`src/hdl/ssnp_cfg.svh`:
```
// Constants for the SMBus host command, block FIFO, host-as-slave and snoop block.
// Assumes inclusion by bare name from each design file that needs it.
//
// What this block does
// - Command register value is handed to the host engine as the command field.
// - Any block transfer error empties the block FIFO by hardware.
// - FIFO port reads and writes are ignored while the host is busy.
// - Data sent to our own slave address is latched into the data capture.
// - Snoop-matched cycles are taken as write word; data goes to capture.
// - Snoop cycle: command bit 0 to address bit 0, bits 7:1 to 7:1.
// - Own-address cycle: command-phase device address goes to address bits 7:1.
// - Own-address cycle with device address 11110xx stores the second address byte in bits 15:8.
// - Own match needs equal 7-bit address and write direction; then write word.
// - Own match captures address and data; status event after cycle completes.
// - Snoop compares address for reads and writes; event after cycle completes.
// - No snoop event when snoop address equals own slave address.
// - Own slave address register resets to 10h.
// - Snoop address register resets to 10h, bit 0 reserved.
// - Host start is accepted only while the host is not busy.
`ifndef SSNP_CFG_SVH
`define SSNP_CFG_SVH

// Register offsets
`define SSNP_OFS_CMD 8'hE8
`define SSNP_OFS_FIFO 8'hE9
`define SSNP_OFS_DATA_LO 8'hEA
`define SSNP_OFS_DATA_HI 8'hEB
`define SSNP_OFS_ADDR_LO 8'hEC
`define SSNP_OFS_ADDR_HI 8'hED
`define SSNP_OFS_OWN 8'hEE
`define SSNP_OFS_SNOOP 8'hEF

// Reset values
`define SSNP_RST_CMD 8'h00
`define SSNP_RST_OWN 8'h10
`define SSNP_RST_SNOOP 8'h10
`define SSNP_RST_WORD 16'h0000
`define SSNP_RST_BYTE 8'h00

// FIFO sizing
`define SSNP_FIFO_ENTRIES 32
`define SSNP_FIFO_DEPTH 6'h20
`define SSNP_PTR_ONE 5'h01
`define SSNP_CNT_ONE 6'h01

// Bit framing
`define SSNP_LAST_BIT 3'h7
`define SSNP_BIT_ONE 3'h1
`define SSNP_TEN_BIT_PREFIX 5'h1E

`endif

```
`src/hdl/ssnp_pkg.sv`:
```
// Types shared by the SMBus command, FIFO and slave capture block.
// Assumes no other package; constants live in ssnp_cfg.svh.
package ssnp_pkg;

  // Register port request, one access per cycle
  typedef struct packed {
    logic wr;
    logic rd;
    logic [7:0] addr;
    logic [7:0] wdata;
  } ssnp_io_req_t;

  // Captured slave cycle
  typedef struct packed {
    logic [15:0] data;
    logic [15:0] devAddr;
  } ssnp_capture_t;

  typedef enum logic [1:0] {
    MON_IDLE,
    MON_BITS,
    MON_ACK,
    MON_SKIP
  } ssnp_mon_state_t;

  typedef enum logic [2:0] {
    FIELD_CMD,
    FIELD_SECOND,
    FIELD_DLO,
    FIELD_DHI,
    FIELD_DONE
  } ssnp_field_t;

endpackage : ssnp_pkg

```
`src/hdl/ssnp_fifo.sv`:
```
// Block data FIFO, 32 bytes, with flush.
// Assumes the caller multiplexes software and engine access onto one port.
`timescale 1ns/1ps
`default_nettype none
`include "ssnp_cfg.svh"
module ssnp_fifo
  import ssnp_pkg::*;
(
  // Clock and reset
  input wire logic clock,
  input wire logic sys_rst,
  input wire logic clkEn,
  // Control
  input wire logic flush,
  input wire logic wrEn,
  input wire logic [7:0] wrData,
  input wire logic rdEn,
  // Status and head
  output logic [7:0] rdData,
  output logic [5:0] countQ,
  output logic notFullQ,
  output logic notEmptyQ
);

  logic [7:0] mem [`SSNP_FIFO_ENTRIES];
  logic [4:0] wrPtrQ;
  logic [4:0] rdPtrQ;
  logic doWr;
  logic doRd;
  logic [5:0] countD;

  assign doWr = wrEn && notFullQ;
  assign doRd = rdEn && notEmptyQ;
  assign rdData = mem[rdPtrQ];

  always_comb begin
    countD = countQ;
    if (flush) begin
      countD = 6'h00;
    end else if (doWr && !doRd) begin
      countD = countQ + `SSNP_CNT_ONE;
    end else if (doRd && !doWr) begin
      countD = countQ - `SSNP_CNT_ONE;
    end
  end

  // Storage
  always_ff @(posedge clock) begin
    if (clkEn && doWr && !flush) begin
      mem[wrPtrQ] <= wrData;
    end
  end

  // Pointers and count
  always_ff @(posedge clock) begin
    if (sys_rst) begin
      wrPtrQ <= 5'h00;
      rdPtrQ <= 5'h00;
      countQ <= 6'h00;
      notFullQ <= 1'b1;
      notEmptyQ <= 1'b0;
    end else if (clkEn) begin
      if (flush) begin
        wrPtrQ <= 5'h00;
        rdPtrQ <= 5'h00;
      end else begin
        if (doWr) begin
          wrPtrQ <= wrPtrQ + `SSNP_PTR_ONE;
        end
        if (doRd) begin
          rdPtrQ <= rdPtrQ + `SSNP_PTR_ONE;
        end
      end
      countQ <= countD;
      notFullQ <= (countD != `SSNP_FIFO_DEPTH);
      notEmptyQ <= (countD != 6'h00);
    end
  end

  chk_fifo_flush_empty: assert property (@(posedge clock) disable iff (sys_rst)
    clkEn && flush |=> countQ == 6'h00 && !notEmptyQ)
    else $error("FIFO not empty after flush");

  chk_fifo_depth_bound: assert property (@(posedge clock) disable iff (sys_rst)
    countQ <= `SSNP_FIFO_DEPTH && (notFullQ == (countQ != `SSNP_FIFO_DEPTH)))
    else $error("FIFO count beyond depth or full flag wrong");

endmodule : ssnp_fifo
`default_nettype wire

```
`src/hdl/ssnp_skid.sv`:
```
// Two-entry buffer between the block FIFO and the host engine.
// Assumes valid/ready on both sides; a flush drops both entries.
`timescale 1ns/1ps
`default_nettype none
module ssnp_skid
  import ssnp_pkg::*;
(
  // Clock and reset
  input wire logic clock,
  input wire logic sys_rst,
  input wire logic clkEn,
  input wire logic flush,
  // Fill side
  input wire logic inValid,
  input wire logic [7:0] inData,
  output logic inReadyQ,
  // Drain side
  output logic outValidQ,
  output logic [7:0] outDataQ,
  input wire logic outReady
);

  logic [7:0] spareQ;
  logic spareValidQ;
  logic push;
  logic pop;

  assign push = inValid && inReadyQ;
  assign pop = outValidQ && outReady;

  always_ff @(posedge clock) begin
    if (sys_rst) begin
      outValidQ <= 1'b0;
      spareValidQ <= 1'b0;
      outDataQ <= 8'h00;
      spareQ <= 8'h00;
      inReadyQ <= 1'b1;
    end else if (clkEn) begin
      if (flush) begin
        outValidQ <= 1'b0;
        spareValidQ <= 1'b0;
        inReadyQ <= 1'b1;
      end else begin
        if (pop && push) begin
          if (spareValidQ) begin
            outDataQ <= spareQ;
            spareQ <= inData;
          end else begin
            outDataQ <= inData;
          end
        end else if (pop) begin
          outDataQ <= spareQ;
          outValidQ <= spareValidQ;
          spareValidQ <= 1'b0;
          inReadyQ <= 1'b1;
        end else if (push) begin
          if (!outValidQ) begin
            outDataQ <= inData;
            outValidQ <= 1'b1;
          end else begin
            spareQ <= inData;
            spareValidQ <= 1'b1;
            inReadyQ <= 1'b0;
          end
        end
      end
    end
  end

  chk_skid_stall_hold: assert property (@(posedge clock) disable iff (sys_rst)
    clkEn && !flush && outValidQ && !outReady |=> outValidQ && $stable(outDataQ))
    else $error("Buffered word lost under stall");

endmodule : ssnp_skid
`default_nettype wire

```
`src/hdl/ssnp_top.sv`:
```
// SMBus host command byte, block FIFO port, host-as-slave capture and snoop match.
// Assumes a host engine on the same clock drives busy, start and FIFO streams;
// SMBus pins arrive asynchronously and are resolved by the surroundings.
`timescale 1ns/1ps
`default_nettype none
`include "ssnp_cfg.svh"
module ssnp_top
  import ssnp_pkg::*;
(
  // Clock, reset, enable
  input wire logic clock,
  input wire logic sys_rst,
  input wire logic clkEn,
  // Register port
  input wire ssnp_io_req_t ioReq,
  output logic [7:0] ioRdataQ,
  output logic ioRdValidQ,
  // Host engine control
  input wire logic hostStartReq,
  input wire logic hostBusy,
  input wire logic blockReadSel,
  input wire logic engineBlockWrite,
  input wire logic engineError,
  output logic hostStartGoQ,
  output logic [7:0] hostCommandFieldQ,
  // Block write stream to engine
  output logic [7:0] txDataQ,
  output logic txValidQ,
  input wire logic txReady,
  // Block read stream from engine
  input wire logic [7:0] rxData,
  input wire logic rxValid,
  output logic rxReadyQ,
  // SMBus pins
  input wire logic sclPin,
  input wire logic sdaPin,
  output logic sdaOutQ,
  output logic sdaOeQ,
  // Match events
  output logic slaveMatchEventQ,
  output logic snoopMatchEventQ
);

  // ----------------------------------------------------------------
  // Decode helpers
  // ----------------------------------------------------------------
  function automatic logic regHit(input logic [7:0] addr, input logic [7:0] ofs);
    regHit = (addr == ofs);
  endfunction : regHit

  function automatic logic addrHit(input logic [7:0] busByte, input logic [7:0] refByte);
    addrHit = (busByte[7:1] == refByte[7:1]);
  endfunction : addrHit

  // ----------------------------------------------------------------
  // Pin synchronisers and bus events
  // ----------------------------------------------------------------
  logic sclS1, sclS2, sclPrev;
  logic sdaS1, sdaS2, sdaPrev;

  always_ff @(posedge clock) begin
    if (sys_rst) begin
      sclS1 <= 1'b1;
      sclS2 <= 1'b1;
      sclPrev <= 1'b1;
      sdaS1 <= 1'b1;
      sdaS2 <= 1'b1;
      sdaPrev <= 1'b1;
    end else if (clkEn) begin
      sclS1 <= sclPin;
      sclS2 <= sclS1;
      sclPrev <= sclS2;
      sdaS1 <= sdaPin;
      sdaS2 <= sdaS1;
      sdaPrev <= sdaS2;
    end
  end

  logic sclRise, sclFall, busStart, busStop;
  assign sclRise = sclS2 && !sclPrev;
  assign sclFall = !sclS2 && sclPrev;
  assign busStart = sclS2 && sclPrev && sdaPrev && !sdaS2;
  assign busStop = sclS2 && sclPrev && !sdaPrev && sdaS2;

  // ----------------------------------------------------------------
  // Registers
  // ----------------------------------------------------------------
  logic [7:0] ownAddrQ;
  logic [7:0] snoopAddrQ;
  ssnp_capture_t capQ;

  always_ff @(posedge clock) begin
    if (sys_rst) begin
      hostCommandFieldQ <= `SSNP_RST_CMD;
      ownAddrQ <= `SSNP_RST_OWN;
      snoopAddrQ <= `SSNP_RST_SNOOP;
    end else if (clkEn && ioReq.wr) begin
      if (regHit(ioReq.addr, `SSNP_OFS_CMD)) begin
        hostCommandFieldQ <= ioReq.wdata;
      end
      if (regHit(ioReq.addr, `SSNP_OFS_OWN)) begin
        ownAddrQ <= {ioReq.wdata[7:1], 1'b0};
      end
      if (regHit(ioReq.addr, `SSNP_OFS_SNOOP)) begin
        snoopAddrQ <= {ioReq.wdata[7:1], 1'b0};
      end
    end
  end

  // ----------------------------------------------------------------
  // Block FIFO and buffer
  // ----------------------------------------------------------------
  logic swFifoWr, swFifoRd, engPush, skidFill, skidInValid, skidInReady;
  logic fifoFlush, fifoNotFull, fifoNotEmpty;
  logic [7:0] fifoHead;
  logic [5:0] fifoCount;

  assign swFifoWr = ioReq.wr && regHit(ioReq.addr, `SSNP_OFS_FIFO) && !hostBusy;
  assign swFifoRd = ioReq.rd && regHit(ioReq.addr, `SSNP_OFS_FIFO) && !hostBusy;
  assign engPush = hostBusy && rxValid;
  assign skidInValid = hostBusy && engineBlockWrite && fifoNotEmpty;
  assign skidFill = skidInValid && skidInReady;
  assign fifoFlush = engineError || (hostStartGoQ && blockReadSel);

  ssnp_fifo u_fifo (
    .clock(clock),
    .sys_rst(sys_rst),
    .clkEn(clkEn),
    .flush(fifoFlush),
    .wrEn(swFifoWr || engPush),
    .wrData(hostBusy ? rxData : ioReq.wdata),
    .rdEn(swFifoRd || skidFill),
    .rdData(fifoHead),
    .countQ(fifoCount),
    .notFullQ(fifoNotFull),
    .notEmptyQ(fifoNotEmpty)
  );

  ssnp_skid u_skid (
    .clock(clock),
    .sys_rst(sys_rst),
    .clkEn(clkEn),
    .flush(fifoFlush),
    .inValid(skidInValid),
    .inData(fifoHead),
    .inReadyQ(skidInReady),
    .outValidQ(txValidQ),
    .outDataQ(txDataQ),
    .outReady(txReady)
  );

  assign rxReadyQ = fifoNotFull;

  // ----------------------------------------------------------------
  // Read path and host start
  // ----------------------------------------------------------------
  always_ff @(posedge clock) begin
    if (sys_rst) begin
      ioRdataQ <= `SSNP_RST_BYTE;
      ioRdValidQ <= 1'b0;
    end else if (clkEn) begin
      ioRdValidQ <= ioReq.rd;
      case (ioReq.addr)
        `SSNP_OFS_CMD: ioRdataQ <= hostCommandFieldQ;
        `SSNP_OFS_FIFO: ioRdataQ <= swFifoRd ? fifoHead : `SSNP_RST_BYTE;
        `SSNP_OFS_DATA_LO: ioRdataQ <= capQ.data[7:0];
        `SSNP_OFS_DATA_HI: ioRdataQ <= capQ.data[15:8];
        `SSNP_OFS_ADDR_LO: ioRdataQ <= capQ.devAddr[7:0];
        `SSNP_OFS_ADDR_HI: ioRdataQ <= capQ.devAddr[15:8];
        `SSNP_OFS_OWN: ioRdataQ <= ownAddrQ;
        `SSNP_OFS_SNOOP: ioRdataQ <= snoopAddrQ;
        default: ioRdataQ <= `SSNP_RST_BYTE;
      endcase
    end
  end

  always_ff @(posedge clock) begin
    if (sys_rst) begin
      hostStartGoQ <= 1'b0;
    end else if (clkEn) begin
      hostStartGoQ <= hostStartReq && !hostBusy;
    end
  end

  // ----------------------------------------------------------------
  // Bus monitor
  // ----------------------------------------------------------------
  ssnp_mon_state_t monStateQ;
  ssnp_field_t fieldQ;
  logic [2:0] bitCntQ;
  logic [7:0] shiftQ;
  logic ownQ, snoopQ, addrPhaseQ, reAddrQ;
  logic byteDone, ownHit, snoopHit, active;
  logic [7:0] busByte;

  assign active = ownQ || snoopQ;
  assign byteDone = (monStateQ == MON_BITS) && sclRise && (bitCntQ == `SSNP_LAST_BIT);
  assign busByte = {shiftQ[6:0], sdaS2};
  assign ownHit = addrHit(busByte, ownAddrQ) && !busByte[0];
  assign snoopHit = addrHit(busByte, snoopAddrQ) && !addrHit(snoopAddrQ, ownAddrQ);

  always_ff @(posedge clock) begin
    if (sys_rst) begin
      monStateQ <= MON_IDLE;
      fieldQ <= FIELD_CMD;
      bitCntQ <= 3'h0;
      shiftQ <= 8'h00;
      ownQ <= 1'b0;
      snoopQ <= 1'b0;
      addrPhaseQ <= 1'b0;
      reAddrQ <= 1'b0;
    end else if (clkEn) begin
      if (busStart) begin
        monStateQ <= MON_BITS;
        bitCntQ <= 3'h0;
        addrPhaseQ <= 1'b1;
        reAddrQ <= active;
      end else if (busStop) begin
        monStateQ <= MON_IDLE;
        fieldQ <= FIELD_CMD;
        ownQ <= 1'b0;
        snoopQ <= 1'b0;
        reAddrQ <= 1'b0;
      end else begin
        case (monStateQ)
          MON_BITS: begin
            if (sclRise) begin
              shiftQ <= busByte;
              bitCntQ <= bitCntQ + `SSNP_BIT_ONE;
            end
            if (byteDone) begin
              monStateQ <= MON_ACK;
              if (addrPhaseQ) begin
                addrPhaseQ <= 1'b0;
                if (!reAddrQ) begin
                  ownQ <= ownHit;
                  snoopQ <= snoopHit && !ownHit;
                end
              end else if (active) begin
                case (fieldQ)
                  FIELD_CMD: begin
                    fieldQ <= (ownQ && busByte[7:3] == `SSNP_TEN_BIT_PREFIX) ?
                      FIELD_SECOND : FIELD_DLO;
                  end
                  FIELD_SECOND: fieldQ <= FIELD_DLO;
                  FIELD_DLO: fieldQ <= FIELD_DHI;
                  FIELD_DHI: fieldQ <= FIELD_DONE;
                  default: fieldQ <= FIELD_DONE;
                endcase
              end
            end
          end
          MON_ACK: begin
            if (sclRise) begin
              monStateQ <= active ? MON_BITS : MON_SKIP;
            end
          end
          MON_SKIP: monStateQ <= MON_SKIP;
          default: monStateQ <= MON_IDLE;
        endcase
      end
    end
  end

  // ----------------------------------------------------------------
  // Capture and completion
  // ----------------------------------------------------------------
  ssnp_capture_t pendQ;
  logic commit;

  // Stop condition always follows one clock rise after the last acknowledge
  assign commit = busStop && active && (fieldQ == FIELD_DONE) &&
    (monStateQ == MON_BITS) && (bitCntQ == `SSNP_BIT_ONE);

  always_ff @(posedge clock) begin
    if (sys_rst) begin
      pendQ <= {`SSNP_RST_WORD, `SSNP_RST_WORD};
    end else if (clkEn && byteDone && !addrPhaseQ && active) begin
      case (fieldQ)
        FIELD_CMD: begin
          if (snoopQ) begin
            pendQ.devAddr <= {`SSNP_RST_BYTE, busByte};
          end else begin
            pendQ.devAddr <= {`SSNP_RST_BYTE, busByte[7:1], 1'b0};
          end
        end
        FIELD_SECOND: pendQ.devAddr[15:8] <= busByte;
        FIELD_DLO: pendQ.data[7:0] <= busByte;
        FIELD_DHI: pendQ.data[15:8] <= busByte;
        default: pendQ <= pendQ;
      endcase
    end
  end

  always_ff @(posedge clock) begin
    if (sys_rst) begin
      capQ <= {`SSNP_RST_WORD, `SSNP_RST_WORD};
      slaveMatchEventQ <= 1'b0;
      snoopMatchEventQ <= 1'b0;
    end else if (clkEn) begin
      if (commit) begin
        capQ <= pendQ;
      end
      slaveMatchEventQ <= commit && ownQ;
      snoopMatchEventQ <= commit && snoopQ;
    end
  end

  // ----------------------------------------------------------------
  // Acknowledge drive for own address
  // ----------------------------------------------------------------
  logic ackPendQ;

  always_ff @(posedge clock) begin
    if (sys_rst) begin
      ackPendQ <= 1'b0;
      sdaOeQ <= 1'b0;
      sdaOutQ <= 1'b0;
    end else if (clkEn) begin
      if (busStart || busStop) begin
        ackPendQ <= 1'b0;
        sdaOeQ <= 1'b0;
      end else begin
        if (byteDone) begin
          ackPendQ <= addrPhaseQ ? (ownHit && !reAddrQ) : ownQ;
        end
        if (sclFall && monStateQ == MON_ACK && ackPendQ) begin
          sdaOeQ <= 1'b1;
          ackPendQ <= 1'b0;
        end else if (sclFall && monStateQ == MON_BITS) begin
          sdaOeQ <= 1'b0;
        end
      end
    end
  end

  // ----------------------------------------------------------------
  // Checks
  // ----------------------------------------------------------------
  chk_cmd_field_load: assert property (@(posedge clock) disable iff (sys_rst)
    clkEn && ioReq.wr && ioReq.addr == `SSNP_OFS_CMD |=>
      hostCommandFieldQ == $past(ioReq.wdata))
    else $error("Command field not loaded");

  chk_busy_read_ignored: assert property (@(posedge clock) disable iff (sys_rst)
    clkEn && hostBusy && ioReq.rd && ioReq.addr == `SSNP_OFS_FIFO |=>
      ioRdataQ == `SSNP_RST_BYTE && fifoCount == $past(fifoCount) + (rxReadyQ ? 6'h00 : 6'h00)
      || $past(engPush) || $past(skidFill) || $past(fifoFlush))
    else $error("FIFO port read while busy took effect");

  chk_start_gate_busy: assert property (@(posedge clock) disable iff (sys_rst)
    $rose(hostStartGoQ) |-> $past(hostStartReq) && !$past(hostBusy))
    else $error("Host start accepted while busy");

  chk_snoop_not_own: assert property (@(posedge clock) disable iff (sys_rst)
    snoopMatchEventQ |-> !slaveMatchEventQ && $past(snoopQ) && !$past(ownQ))
    else $error("Snoop event on own-address cycle");

  chk_reset_addr_values: assert property (@(posedge clock)
    $past(sys_rst) |-> ownAddrQ == `SSNP_RST_OWN && snoopAddrQ == `SSNP_RST_SNOOP)
    else $error("Address registers wrong after reset");

  chk_capture_on_event: assert property (@(posedge clock) disable iff (sys_rst)
    slaveMatchEventQ || snoopMatchEventQ |-> capQ == $past(pendQ))
    else $error("Capture does not match completed cycle");

  chk_ack_own_only: assert property (@(posedge clock) disable iff (sys_rst)
    $rose(sdaOeQ) |-> ownQ && monStateQ == MON_ACK)
    else $error("Acknowledge driven without own match");

  chk_error_flush_buffer: assert property (@(posedge clock) disable iff (sys_rst)
    clkEn && engineError |=> !txValidQ && fifoCount == 6'h00)
    else $error("Error did not flush block data");

endmodule : ssnp_top
`default_nettype wire

```
`config.mk`:
```
export PLATFORM = sky130hd
export DESIGN_NAME = ssnp_top
export DESIGN_NICKNAME = d
export VERILOG_FILES = /design/src/hdl/ssnp_pkg.sv /design/src/hdl/ssnp_fifo.sv /design/src/hdl/ssnp_skid.sv /design/src/hdl/ssnp_top.sv
export VERILOG_INCLUDE_DIRS = /design/src /design/src/hdl
export SDC_FILE = /design/constraint.sdc
export NUM_CORES = 1
export LEC_CHECK = 0
export BUFFER_PORTS_ARGS = -buffer_cell sky130_fd_sc_hd__buf_4
export CAP_MARGIN = 10
export CORE_MARGIN = 2
export CORE_UTILIZATION = 35
export CTS_CLUSTER_DIAMETER = 150
export DETAILED_ROUTE_END_ITERATION = 12
export GPL_TIMING_DRIVEN = 1
export PLACE_DENSITY = 0.5
export SLEW_MARGIN = 40
export SYNTH_ARGS = -nofsm -noshare
export SYNTH_HDL_FRONTEND = slang
export SYNTH_SLANG_ARGS = --single-unit
```
`constraint.sdc`:
```
create_clock -name clock -period 6 [get_ports clock]
set_input_delay 1.2 -clock clock [delete_from_list [all_inputs] [get_ports clock]]
set_output_delay 1.2 -clock clock [all_outputs]
set_load 0.02 [all_outputs]
```
======== After elaboration in Yosys (flattened, before gate mapping) ========
Memory sizes are Yosys's and may differ from the RTL's. A register that Yosys moved wholly into a read port is not among the register bits.
Cells that the tools add are included.
storage, ports and cells
  bits of input ports ..................... 38
  output and inout bits ................... 32
  memories kept ........................... 1
  RAM bits ................................ 256
  word-level logic and storage cells ...... 265
  flip-flop bits (word level) ............. 162
memory list
  memory      words  bits a word  rd ports  clocked after Yosys merged registers in  wr ports  RTL line         source
  u_fifo.mem  32     8            1         1                                        1         ssnp_fifo.sv:25  logic [7:0] mem [`SSNP_FIFO_ENTRIES];
cells by class
  equality and inequality tests ........... 31
  multiplexer cells ....................... 80
  bitwise gates (word level) .............. 3
  $add $sub $neg .......................... 5
  reductions and logical operators ........ 105
operators with widths
  cell                 count
  $mux 8               12
  $eq 8x8->1 const B   8
  $pmux 8 s8           1
  $logic_and 1x1->1    45
  $mux 1               40
  $mux 5               6
  $mux 3               9
  $reduce_and 2->1     13
  $reduce_bool 2->1    13
  $eq 7x7->1           3
  $mux 6               3
  $reduce_and 6->1     3
  $pmux 8 s2           1
  $reduce_and 4->1     4
  $reduce_bool 3->1    5
  $logic_not 1->1      12
  $mux 2               6
  $add 5x1->5 const B  2
  $ne 2x2->1 const B   5
  $pmux 3 s3           1
  $ne 4x4->1 const B   2
  $add 6x1->6 const B  1
  $eq 3x1->1 const B   2
  $eq 3x2->1 const B   2
  16 further kinds     25

======== Longest topological paths before layout ========
Gate-level depths: netlist of the first run.
  depth after elaboration ................. 11
  mapped depth ............................ 10
  mapped depth without buffers ............ 8

======== By module ========
A second synthesis of the first run with hierarchy kept.
second synthesis, totals
  cell total of the unflattened synthesis .. 1343
  area total of the unflattened synthesis .. 18007.3 um^2
by module, submodules not included
  module     sequential area each (um^2)  area each (um^2)  cells an instance  instances
  ssnp_fifo  8147.8                       11088.1           562                1
  ssnp_top   2502.4                       5898.2            666                1
  ssnp_skid  380.4                        1021.0            115                1

======== Least setup slack after synthesis of the first run ========
OpenSTA, ideal clock, no wires.
  path kind ............................... in2reg
  start point ............................. input ioReq[8] (netlist name)
  end point ............................... memory u_fifo.mem[11][0], enable pin
  stages .................................. 9
  setup slack ............................. 2291 ps
  arrival time ............................ 3339 ps
  data required time ...................... 5630 ps
  library setup time ...................... 370 ps
  cell sequence ........................... buf_4 > or4b_4 > o41ai_2 > and2_1 > buf_2 > and3_1 > clkbuf_1 > nand2_1 > nor2_1
on the way
  word-level cells in the longest chain between the ends .. 9
RTL lines
  what                            RTL line         source
  from (decl)                     ssnp_top.sv:15   input wire ssnp_io_req_t ioReq,
  $eq 8x8->1                      ssnp_top.sv:48   regHit = (addr == ofs);
  $logic_and 1x1->1 (2 in a row)  ssnp_top.sv:118  assign swFifoWr = ioReq.wr && regHit(ioReq.addr, `SSNP_OFS_FIFO) && !hostBusy;
  $logic_or 1x1->1                ssnp_top.sv:130  .wrEn(swFifoWr || engPush),
  $logic_and 1x1->1               ssnp_fifo.sv:32  assign doWr = wrEn && notFullQ;
  $logic_and 1x1->1 (2 in a row)  ssnp_fifo.sv:49  if (clkEn && doWr && !flush) begin
  $mux 1                          ssnp_fifo.sv:49
  $mux 1 (not written as such)    ssnp_fifo.sv:50  mem[wrPtrQ] <= wrData;
  to (decl)                       ssnp_fifo.sv:25
No other way between the ends.

======== Worst setup path after layout of the first run ========
  start point ............................. input ioReq[8] (netlist name)
  end point ............................... memory u_fifo.mem[15][6], enable pin
The elaborated chain is that of the path after synthesis.

==> results of run 1 <==
==> sequential cells by signal (all words and copies together) (netlist names), 2 cells and up, named ones only <==
name and cells:
snoopAddrQ 7, monStateQ 2, u_fifo.mem 256, shiftQ 7
u_fifo.countQ 6, u_skid.spareQ 8, u_fifo.wrPtrQ 5, capQ 32
ownAddrQ 7, bitCntQ 3, u_skid.outDataQ 8, hostCommandFieldQ 8
ioRdataQ 8, u_fifo.rdPtrQ 5, fieldQ 3, pendQ 32
==> metal layers <==
layer,vias up,routed length (µm)
li1,4924,-
met1,5379,21300
met2,349,21340
met3,71,3000
met4,0,1009
met5,-,0
==> final cells by class <==
cell class	instances	area, µm²	share of cell area (%)
flip-flops and latches	423	11040	54.85
multi-input cells	770	6020	29.90
clock buffers	55	1225	6.085
inverters	13	48.80	0.2424
well taps	664	830.8	4.127
repair buffers	82	638.1	3.170
clock inverters	25	326.6	1.622
==> power by group <==
group / leakage [nW] / internal [mW] / switching, mW
logic: 2.05 / 0.0576 / 0.151
registers: 3.65 / 3.10 / 0.00796
clock network: 0.748 / 1.72 / 1.20
total: 6.45 / 4.87 / 1.36
==> worst max-delay path: stages <==
cell and delay [ns]:
buf_4 0.30, or4b_4 0.54, o41ai_2 0.41, and2_1 0.34, and3_1 0.30, nand2_1 0.47
nor2_1 0.75
==> cells by family after synthesis <==
kind of cell / after synthesis
xor gates and xnor gates: 27
AOI/OAI and AO/OA: 191
and+or+nand+nor: 380
DFF: 423
other: 1
muxes: 161
adders and majority gates: 10
buffers and inverters: 95
==> how the worst max path moves through the flow <==
stage	start	end	slack [ns]	cells past startpoint
CTS	ioReq[8]	u_fifo.mem[15][6]	1.89	7
floorplan	ioReq[8]	u_fifo.mem[11][0]	2.29	9
detailed placement	ioReq[8]	u_fifo.mem[15][6]	1.29	7
finish	ioReq[8]	u_fifo.mem[15][6]	1.87	7
global placement	ioReq[8]	u_fifo.mem[15][3]	1.39	7
global route	ioReq[8]	u_fifo.mem[15][6]	1.69	7
==> cell usage in the layout, fill, tap and decap left out, drive strengths merged, types with 12 or more instances in the layout <==
cell    count
nand2     148
a22oi      24
xor2       12
nor3       14
nand3      21
nor2      136
clkbuf     55
a211oi     12
buf        82
o21ai      44
inv        14
mux4       86
mux2       15
a21oi      75
dfxtp     167
edfxtp    256
clkinv     13
mux2i      60
xnor2      15
==> impl_metrics.py, run 1 <==
metrics = {
    "clocking": {
        "cts.root.buffer_cell": "clkbuf_16",
        "clock_path_buffers": 3,
        "htree_levels": 2,
        "cts_hold_buf": 0,
        "cts_resized": 0,
        "clk_pin_slew_ns": 0.06,
        "clock-sinks": 423,
        "clkLatencyLatePin_ns": 0.59,
        "postCtsSetupBuffers": 0,
        "cts_buffers": 45,
        "cts_tree": "done",
    },
    "routing": {
        "wl_mm": 46.64,
        "via_per_inst": 5.277,
        "firstDrtPassIters": 5,
        "wl_per_cell_um": 22.95,
        "ant_nets": 0,
        "drt_iter0_markers": 985,
        "num_vias": 10723,
        "drc_errors": 0,
    },
    "critical_path": {
        "cp_data_arrival_time_ns": 4.32,
        "ff2ff_path_depth": 7,
        "cp-start-kind": "primary input",
        "cp-end-kind": "register",
        "crit_fanout": 24,
        "reg2reg_to": "ioRdataQ[1]",
        "path_class": "primary input to register",
        "rrSetupSlack_ns": 2.89,
        "crit_required_ns": 6.20,
    },
    "yosys": {
        "async_reset_ff_share_pct": 0,
        "syn-num-nets": 1336,
        "ys_types": 60,
        "yosysWarnings": 0,
        "synth_xor_area_share_pct": 1.361,
        "synth_mux_area_share_pct": 15.58,
        "synth_compound_area_share_pct": 6.921,
        "synth_common_cells": "edfxtp_1 (256), dfxtp_1 (167), nand2_1 (148)",
        "synth.cell_area_um2": 17370,
        "yosys.area_share.adder_pct": 0.7201,
        "yosysTopAreaCell": "edfxtp_1",
        "synth_area_leaders": "edfxtp_1 (44%), dfxtp_1 (19%), mux4_2 (11%)",
        "syn-mean-instance-area_um2": 13.49,
        "synth_flop_cell": "edfxtp_1",
        "ys_seq_elements": 423,
        "synth_edf_count": 256,
        "netlist_instances": 1288,
        "yosysMostFrequentCell": "edfxtp_1",
        "synth_top_family_by_area": "multiplexers",
        "ys_seq_area_share_pct": 63.49,
        "synth_top_area_share_pct": 44.25,
        "synthSimpleGateAreaFrac_pct": 9.758,
    },
    "timing": {
        "final.min_clock_period_ns": 4.129,
        "slew_headroom_pct": 44.34,
        "post-route-period-util_pct": 68.82,
        "finalWorstSetupSlack_ns": 1.871,
        "tightest_slew_ns": 0.8273,
        "holdWs_ns": 0.4415,
        "fin_setup_tns_ns": 0,
        "rsz0062_at_grt": "no",
        "setup_viol": 0,
        "max_freq_mhz": 242.2,
        "hold_viol_final": 0,
        "slew_viol_final": 0,
        "finClkSkew_ns": 0.02843,
    },
    "placement": {
        "dp_hpwl_mm": 30.25,
        "post-place-ws_ns": 1.295,
        "gp_routability_congestion": 0.7817,
        "place_area_um2": 18580,
        "dpl.cell_count": 1952,
        "portBuffers": 68,
    },
    "global_route": {
        "met2_usage_pct": 28.60,
        "gr-usage-met1_pct": 25.75,
        "grt_busiest_layer": "met2",
        "track_usage_pct": 18.28,
        "antenna_found_initial": 0,
        "grt-ovfl-total": 0,
        "use_met3_pct": 3.913,
        "grt_pass1_wl_mm": 68.62,
        "grt_pass1_vias": 10365,
        "grt_max_degree": 73,
    },
    "hold_path": {
        "hp-class": "register to register",
        "min_from": "pendQ[22]",
        "holdPathEnd": "capQ[22]",
        "min_path_cells": 2,
    },
    "cells_and_area": {
        "syn_to_final_growth_pct": 15.86,
        "layout-drive-gt1-share_pct": 20.32,
        "diodes": 0,
        "design_area_um2": 20130,
        "final_nets": 1383,
        "fillers": 4541,
        "final_cell_count_no_fill": 2032,
        "final_util_pct": 41.12,
    },
    "outcome": {
        "outcome": "finished, final reports clean",
    },
    "floorplanning": {
        "die_area_um2": 51440,
        "start_util_pct": 35.49,
        "die_x_um": 226.8,
        "std_cell_rows": 81,
        "core-area_um2": 48950,
        "ioPinCount": 70,
        "dieHeight_um": 226.8,
    },
    "pwr": {
        "p_total_mw": 6.228,
        "powerDensity_nw_per_um2": 309.4,
        "ir_drop_v": 0.0001796,
        "p_leak_nw": 6.448,
    },
    "job": {
        "drv_cap": 0,
    },
}
(Power assumes the default switching activity.)
==> inputs of run 2 (changes only) <==
clock period = 4.15 ns   (was 6 ns; I/O delays follow)
==> impl_metrics.py, run 2 (synthesis results as in run 1) <==
metrics = {
    "hold_path": {
        "hp-class": "register to register",
    },
    "global_route": {
        "antenna_found_initial": 0,
        "track_usage_pct": 18.02,
        "grt_max_degree": 68,
        "grt_pass1_wl_mm": 67.99,
        "grt-ovfl-total": 0,
        "grt_pass1_vias": 10448,
    },
    "timing": {
        "post-route-period-util_pct": 74.99,
        "hold_viol_final": 0,
        "holdWs_ns": 0.4430,
        "final.min_clock_period_ns": 3.112,
        "max_freq_mhz": 321.3,
        "tightest_slew_ns": 0.7905,
        "finalWorstSetupSlack_ns": 1.038,
        "finClkSkew_ns": 0.03679,
        "rsz0062_at_grt": "no",
        "slew_headroom_pct": 47.10,
        "setup_viol": 0,
        "fin_setup_tns_ns": 0,
        "slew_viol_final": 0,
    },
    "critical_path": {
        "cp_data_arrival_time_ns": 3.32,
        "crit_path_start": "hostBusy",
        "crit_chain": "buf_4 > or4b_4 > o41ai_2 > and2_1 > and3_1 > nand2_1 > nor2_1",
        "crit_required_ns": 4.36,
        "crit_fanout": 13,
        "rrSetupSlack_ns": 1.19,
        "path_class": "primary input to register",
        "slowest_delay_ns": 0.60,
        "cp-end-kind": "register",
        "crit_slowest_cell": "or4b_4",
        "cp-start-kind": "primary input",
        "ff2ff_path_depth": 6,
        "reg2reg_to": "ioRdataQ[3]",
        "endpoint": "u_fifo.mem[11][7]",
    },
    "cells_and_area": {
        "final_common_cell": "edfxtp_1",
        "final_nets": 1425,
        "reg_top3": "u_fifo.mem x256, capQ x32, pendQ x32",
        "final_cell_mix": "edfxtp_1 (256), dfxtp_1 (164), nand2_1 (148), nor2_1 (135), buf_4 (120)",
        "diodes": 0,
        "largest-register": "u_fifo.mem",
        "largest_reg_flops": 256,
        "final_cell_count_no_fill": 2076,
        "layout-drive-gt1-share_pct": 22.31,
        "fillers": 4519,
        "syn_to_final_growth_pct": 17.67,
    },
    "routing": {
        "num_vias": 10830,
        "firstDrtPassIters": 7,
        "drt_iter0_markers": 1040,
        "wl_per_cell_um": 22.06,
        "via_per_inst": 5.217,
        "wl_mm": 45.80,
        "ant_nets": 0,
        "drc_errors": 0,
    },
    "pwr": {
        "ir_drop_v": 0.0002732,
        "powerDensity_nw_per_um2": 437.1,
        "p_leak_nw": 6.678,
        "p_total_mw": 8.936,
    },
    "clocking": {
        "clk_pin_slew_ns": 0.06,
        "cts_resized": 0,
        "clock_path_buffers": 3,
        "cts_tree": "done",
        "clkLatencyLatePin_ns": 0.58,
        "cts.root.buffer_cell": "clkbuf_16",
        "cts_hold_buf": 0,
        "postCtsSetupBuffers": 0,
        "clock-sinks": 423,
        "htree_levels": 2,
        "cts_buffers": 45,
    },
    "outcome": {
        "outcome": "finished, final reports clean",
    },
    "placement": {
        "post-place-ws_ns": 0.3736,
        "portBuffers": 68,
        "dp_hpwl_mm": 30.43,
        "gp_routability_congestion": 0.8007,
        "dpl.cell_count": 1994,
    },
    "floorplanning": {
        "die_area_um2": 51440,
        "core-area_um2": 48950,
        "start_util_pct": 35.49,
        "std_cell_rows": 81,
        "die_x_um": 226.8,
        "ioPinCount": 70,
        "dieHeight_um": 226.8,
    },
    "job": {
        "drv_cap": 0,
    },
}
[run 2: cell count changes in the layout (fill, tap and decap cells not counted), sizes merged]
cell | previous run | this run
clkinv | 13 | 15
clkinvlp | 5 | 2
bufinv | 6 | 5
clkbuf | 55 | 59
buf | 82 | 124
[run 2: worst min path at each step]
stage	from	to	slack [ns]	depth (start not counted)
detailed placement	capQ[22]	capQ[22]	0.44	2
CTS	pendQ[31]	capQ[31]	0.45	2
finish	pendQ[31]	capQ[31]	0.44	2
global placement	pendQ[14]	capQ[14]	0.44	2
floorplan	pendQ[25]	capQ[25]	0.43	2
global route	capQ[23]	capQ[23]	0.47	2
[run 2: final cells by class]
cell class / count / area [µm²] / area share (%)
flip-flops and latches: 423 / 11040 / 53.99
repair buffers: 124 / 973.4 / 4.762
clock buffers: 59 / 1270 / 6.212
clock inverters: 23 / 270.3 / 1.322
well taps: 664 / 830.8 / 4.064
inverters: 13 / 48.80 / 0.2387
multi-input cells: 770 / 6013 / 29.41
[run 2: report_power, final]
group          total, mW  switching [mW]  internal [mW]
logic              0.309           0.219         0.0903
clock network       4.14            1.67           2.47
registers           4.49          0.0115           4.48
[run 2: per-layer routing]
layer  share of wire [%]  vias to the layer above  global-route usage [%]
met2                  45                      303                   27.49
li1                    -                     5010                       -
met4                 2.4                        0                   5.284
met5                   0                        -                       0
met3                 6.5                       64                   4.134
met1                  46                     5453                   25.61
[run 2: critical path, delay by kind of cell]
family	cells	cell delay, ns
compound gates	1	0.31
buf+inv	1	0.19
simple gates	5	1.98
[run 2: per-stage QoR]
step	util (%)	area, µm²
6_report	41.76	20440
5_1_grt	41.76	20440
4_1_cts	41.75	20430
3_5_place_dp	38.60	18890
3_3_place_gp	38.48	18840
2_1_floorplan	-	17370
==> inputs of run 3 (changes only) <==
PLACE_DENSITY = 0.52   (was 0.5)
clock period = 2.6 ns   (was 4.15 ns; I/O delays follow)
==> impl_metrics.py, run 3 (synthesis results as in run 1) <==
metrics = {
    "outcome": {
        "outcome": "finished, final reports clean",
    },
    "clocking": {
        "clock-sinks": 423,
        "cts.root.buffer_cell": "clkbuf_16",
        "clock_path_buffers": 3,
        "cts_tree": "done",
        "clkLatencyLatePin_ns": 0.56,
        "clk_pin_slew_ns": 0.06,
        "cts_buffers": 43,
        "htree_levels": 2,
    },
    "critical_path": {
        "rrSetupSlack_ns": 0.03,
        "crit_fanout": 15,
        "cp-start-kind": "register",
        "crit_family": "multiplexers",
        "crit_required_ns": 3.04,
        "crit_slowest_cell": "mux4_2",
        "crit_chain": "buf_12 > buf_12 > mux4_2 > mux4_2 > mux2i_1 > buf_4 > nand2_1 > o21ai_0 > o21ai_0",
        "cp_data_arrival_time_ns": 3.01,
        "crit_buf_inv": 3,
        "slowest_delay_ns": 0.52,
        "cp-end-kind": "register",
        "path_class": "register to register",
    },
    "timing": {
        "final.min_clock_period_ns": 2.574,
        "hold_viol_final": 0,
        "slew_headroom_pct": 48.72,
        "slew_viol_final": 0,
        "max_freq_mhz": 388.5,
        "finalWorstSetupSlack_ns": 0.02611,
        "setup_viol": 0,
        "tightest_slew_ns": 0.7684,
        "finClkSkew_ns": 0.01597,
        "rsz0062_at_grt": "yes",
        "post-route-period-util_pct": 99.00,
        "fin_setup_tns_ns": 0,
    },
    "cells_and_area": {
        "final_cell_count_no_fill": 2106,
        "layout-drive-gt1-share_pct": 26.30,
        "reg_top3": "u_fifo.mem x256, capQ x32, pendQ x32",
        "final_util_pct": 42.87,
        "largest_reg_flops": 256,
        "syn_to_final_growth_pct": 20.78,
        "final_cell_mix": "edfxtp_1 (256), dfxtp_1 (165), nand2_1 (144), buf_4 (137), nor2_1 (103)",
        "final_nets": 1454,
        "design_area_um2": 20980,
        "final_common_cell": "edfxtp_1",
        "largest-register": "u_fifo.mem",
    },
    "job": {
        "drv_cap": 0,
    },
    "placement": {
        "dp_hpwl_mm": 30.33,
        "place_area_um2": 19420,
        "gp_routability_congestion": 0.8010,
        "post-place-ws_ns": -0.3124,
        "dpl.cell_count": 2012,
        "portBuffers": 68,
    },
    "routing": {
        "drt_iter0_markers": 912,
        "drc_errors": 0,
        "firstDrtPassIters": 6,
        "via_per_inst": 5.193,
        "ant_nets": 0,
        "num_vias": 10937,
        "wl_mm": 46.36,
        "wl_per_cell_um": 22.01,
    },
    "hold_path": {
        "hp-class": "primary input to register",
    },
    "global_route": {
        "grt_pass1_wl_mm": 68.75,
        "grt_max_degree": 51,
        "track_usage_pct": 18.13,
        "grt-ovfl-total": 0,
        "grt_pass1_vias": 10594,
        "antenna_found_initial": 1,
    },
    "pwr": {
        "p_leak_nw": 6.792,
        "ir_drop_v": 0.0003995,
        "powerDensity_nw_per_um2": 653.5,
    },
    "floorplanning": {
        "dieHeight_um": 226.8,
        "std_cell_rows": 81,
        "start_util_pct": 35.49,
        "die_area_um2": 51440,
        "die_x_um": 226.8,
        "core-area_um2": 48950,
        "ioPinCount": 70,
    },
}
[run 3: cell types whose count changed in the layout (fill, tap and decap cells not counted), moves of 3 or more]
cell,before,now
nand2_8,0,4
clkbuf_1,6,12
buf_6,0,3
clkinv_2,7,11
clkbuf_8,7,3
bufinv_16,5,2
buf_4,120,137
buf_12,2,12
mux2_4,7,0
nor2_4,0,32
clkinv_1,6,3
nand2_1,148,144
mux2_2,8,15
nor2_1,135,103
[run 3: repair_timing]
| item | CTS | global route |
|---|---|---|
| setup endpoints to repair | 1 | 11 |
| buffers inserted | 10 | 1 |
| hold buffers | 0 | 0 |
| resized for setup | 2 | 7 |
| pin swaps | 0 | 0 |
| gates cloned | 1 | 1 |
[run 3: worst paths after layout]
kind,start,to,cells past startpoint
min,sclPin,sclS1,3
min reg2reg,pendQ[1],capQ[1],2
max reg2reg,register,u_skid.outDataQ[4],9
max,register,u_skid.outDataQ[4],9
[run 3: report_power, final]
part | switching (mW) | internal (mW)
Combinational | 0.364 | 0.186
Sequential | 0.0189 | 7.15
Clock | 2.62 | 3.38
[run 3: per-layer routing]
layer / vias to the layer above / GRT usage [%] / routed length, µm
li1: 5073 / - / -
met1: 5433 / 26.12 / 21200
met2: 364 / 28.45 / 21220
met3: 67 / 2.760 / 2802
met4: 0 / 5.030 / 1129
met5: - / 0 / 0
[run 3: per-stage QoR]
| stage | hold WS [ns] | power, mW |
|---|---|---|
| 6_report | 0.1919 | 13.71 |
| 5_1_grt | 0.1771 | 14.15 |
| 4_1_cts | 0.1661 | 13.87 |
| 3_5_place_dp | 0.4417 | 7.864 |
| 3_3_place_gp | 0.4367 | 7.868 |
| 2_1_floorplan | 0.4312 | 7.568 |
[run 3: final cells by class]
cell class	instances	area [µm²]
Antenna cell	1	2.502
Clock buffer	58	1162
Clock inverter	22	206.4
Fill cell	4430	27970
Inverter	13	48.80
Multi-Input combinational cell	770	6315
Sequential cell	423	11040
Tap cell	664	830.8
Timing Repair Buffer	155	1383
[run 3: worst reg2reg max path, delay by kind of cell, from the launching register on]
kind	cells	cell delay, ns
AO/OA/AOI/OAI	2	0.23
buffers and inverters	3	0.49
multiplexers	3	1.26
AND/OR/NAND/NOR	1	0.04
flip-flops	1	0.44
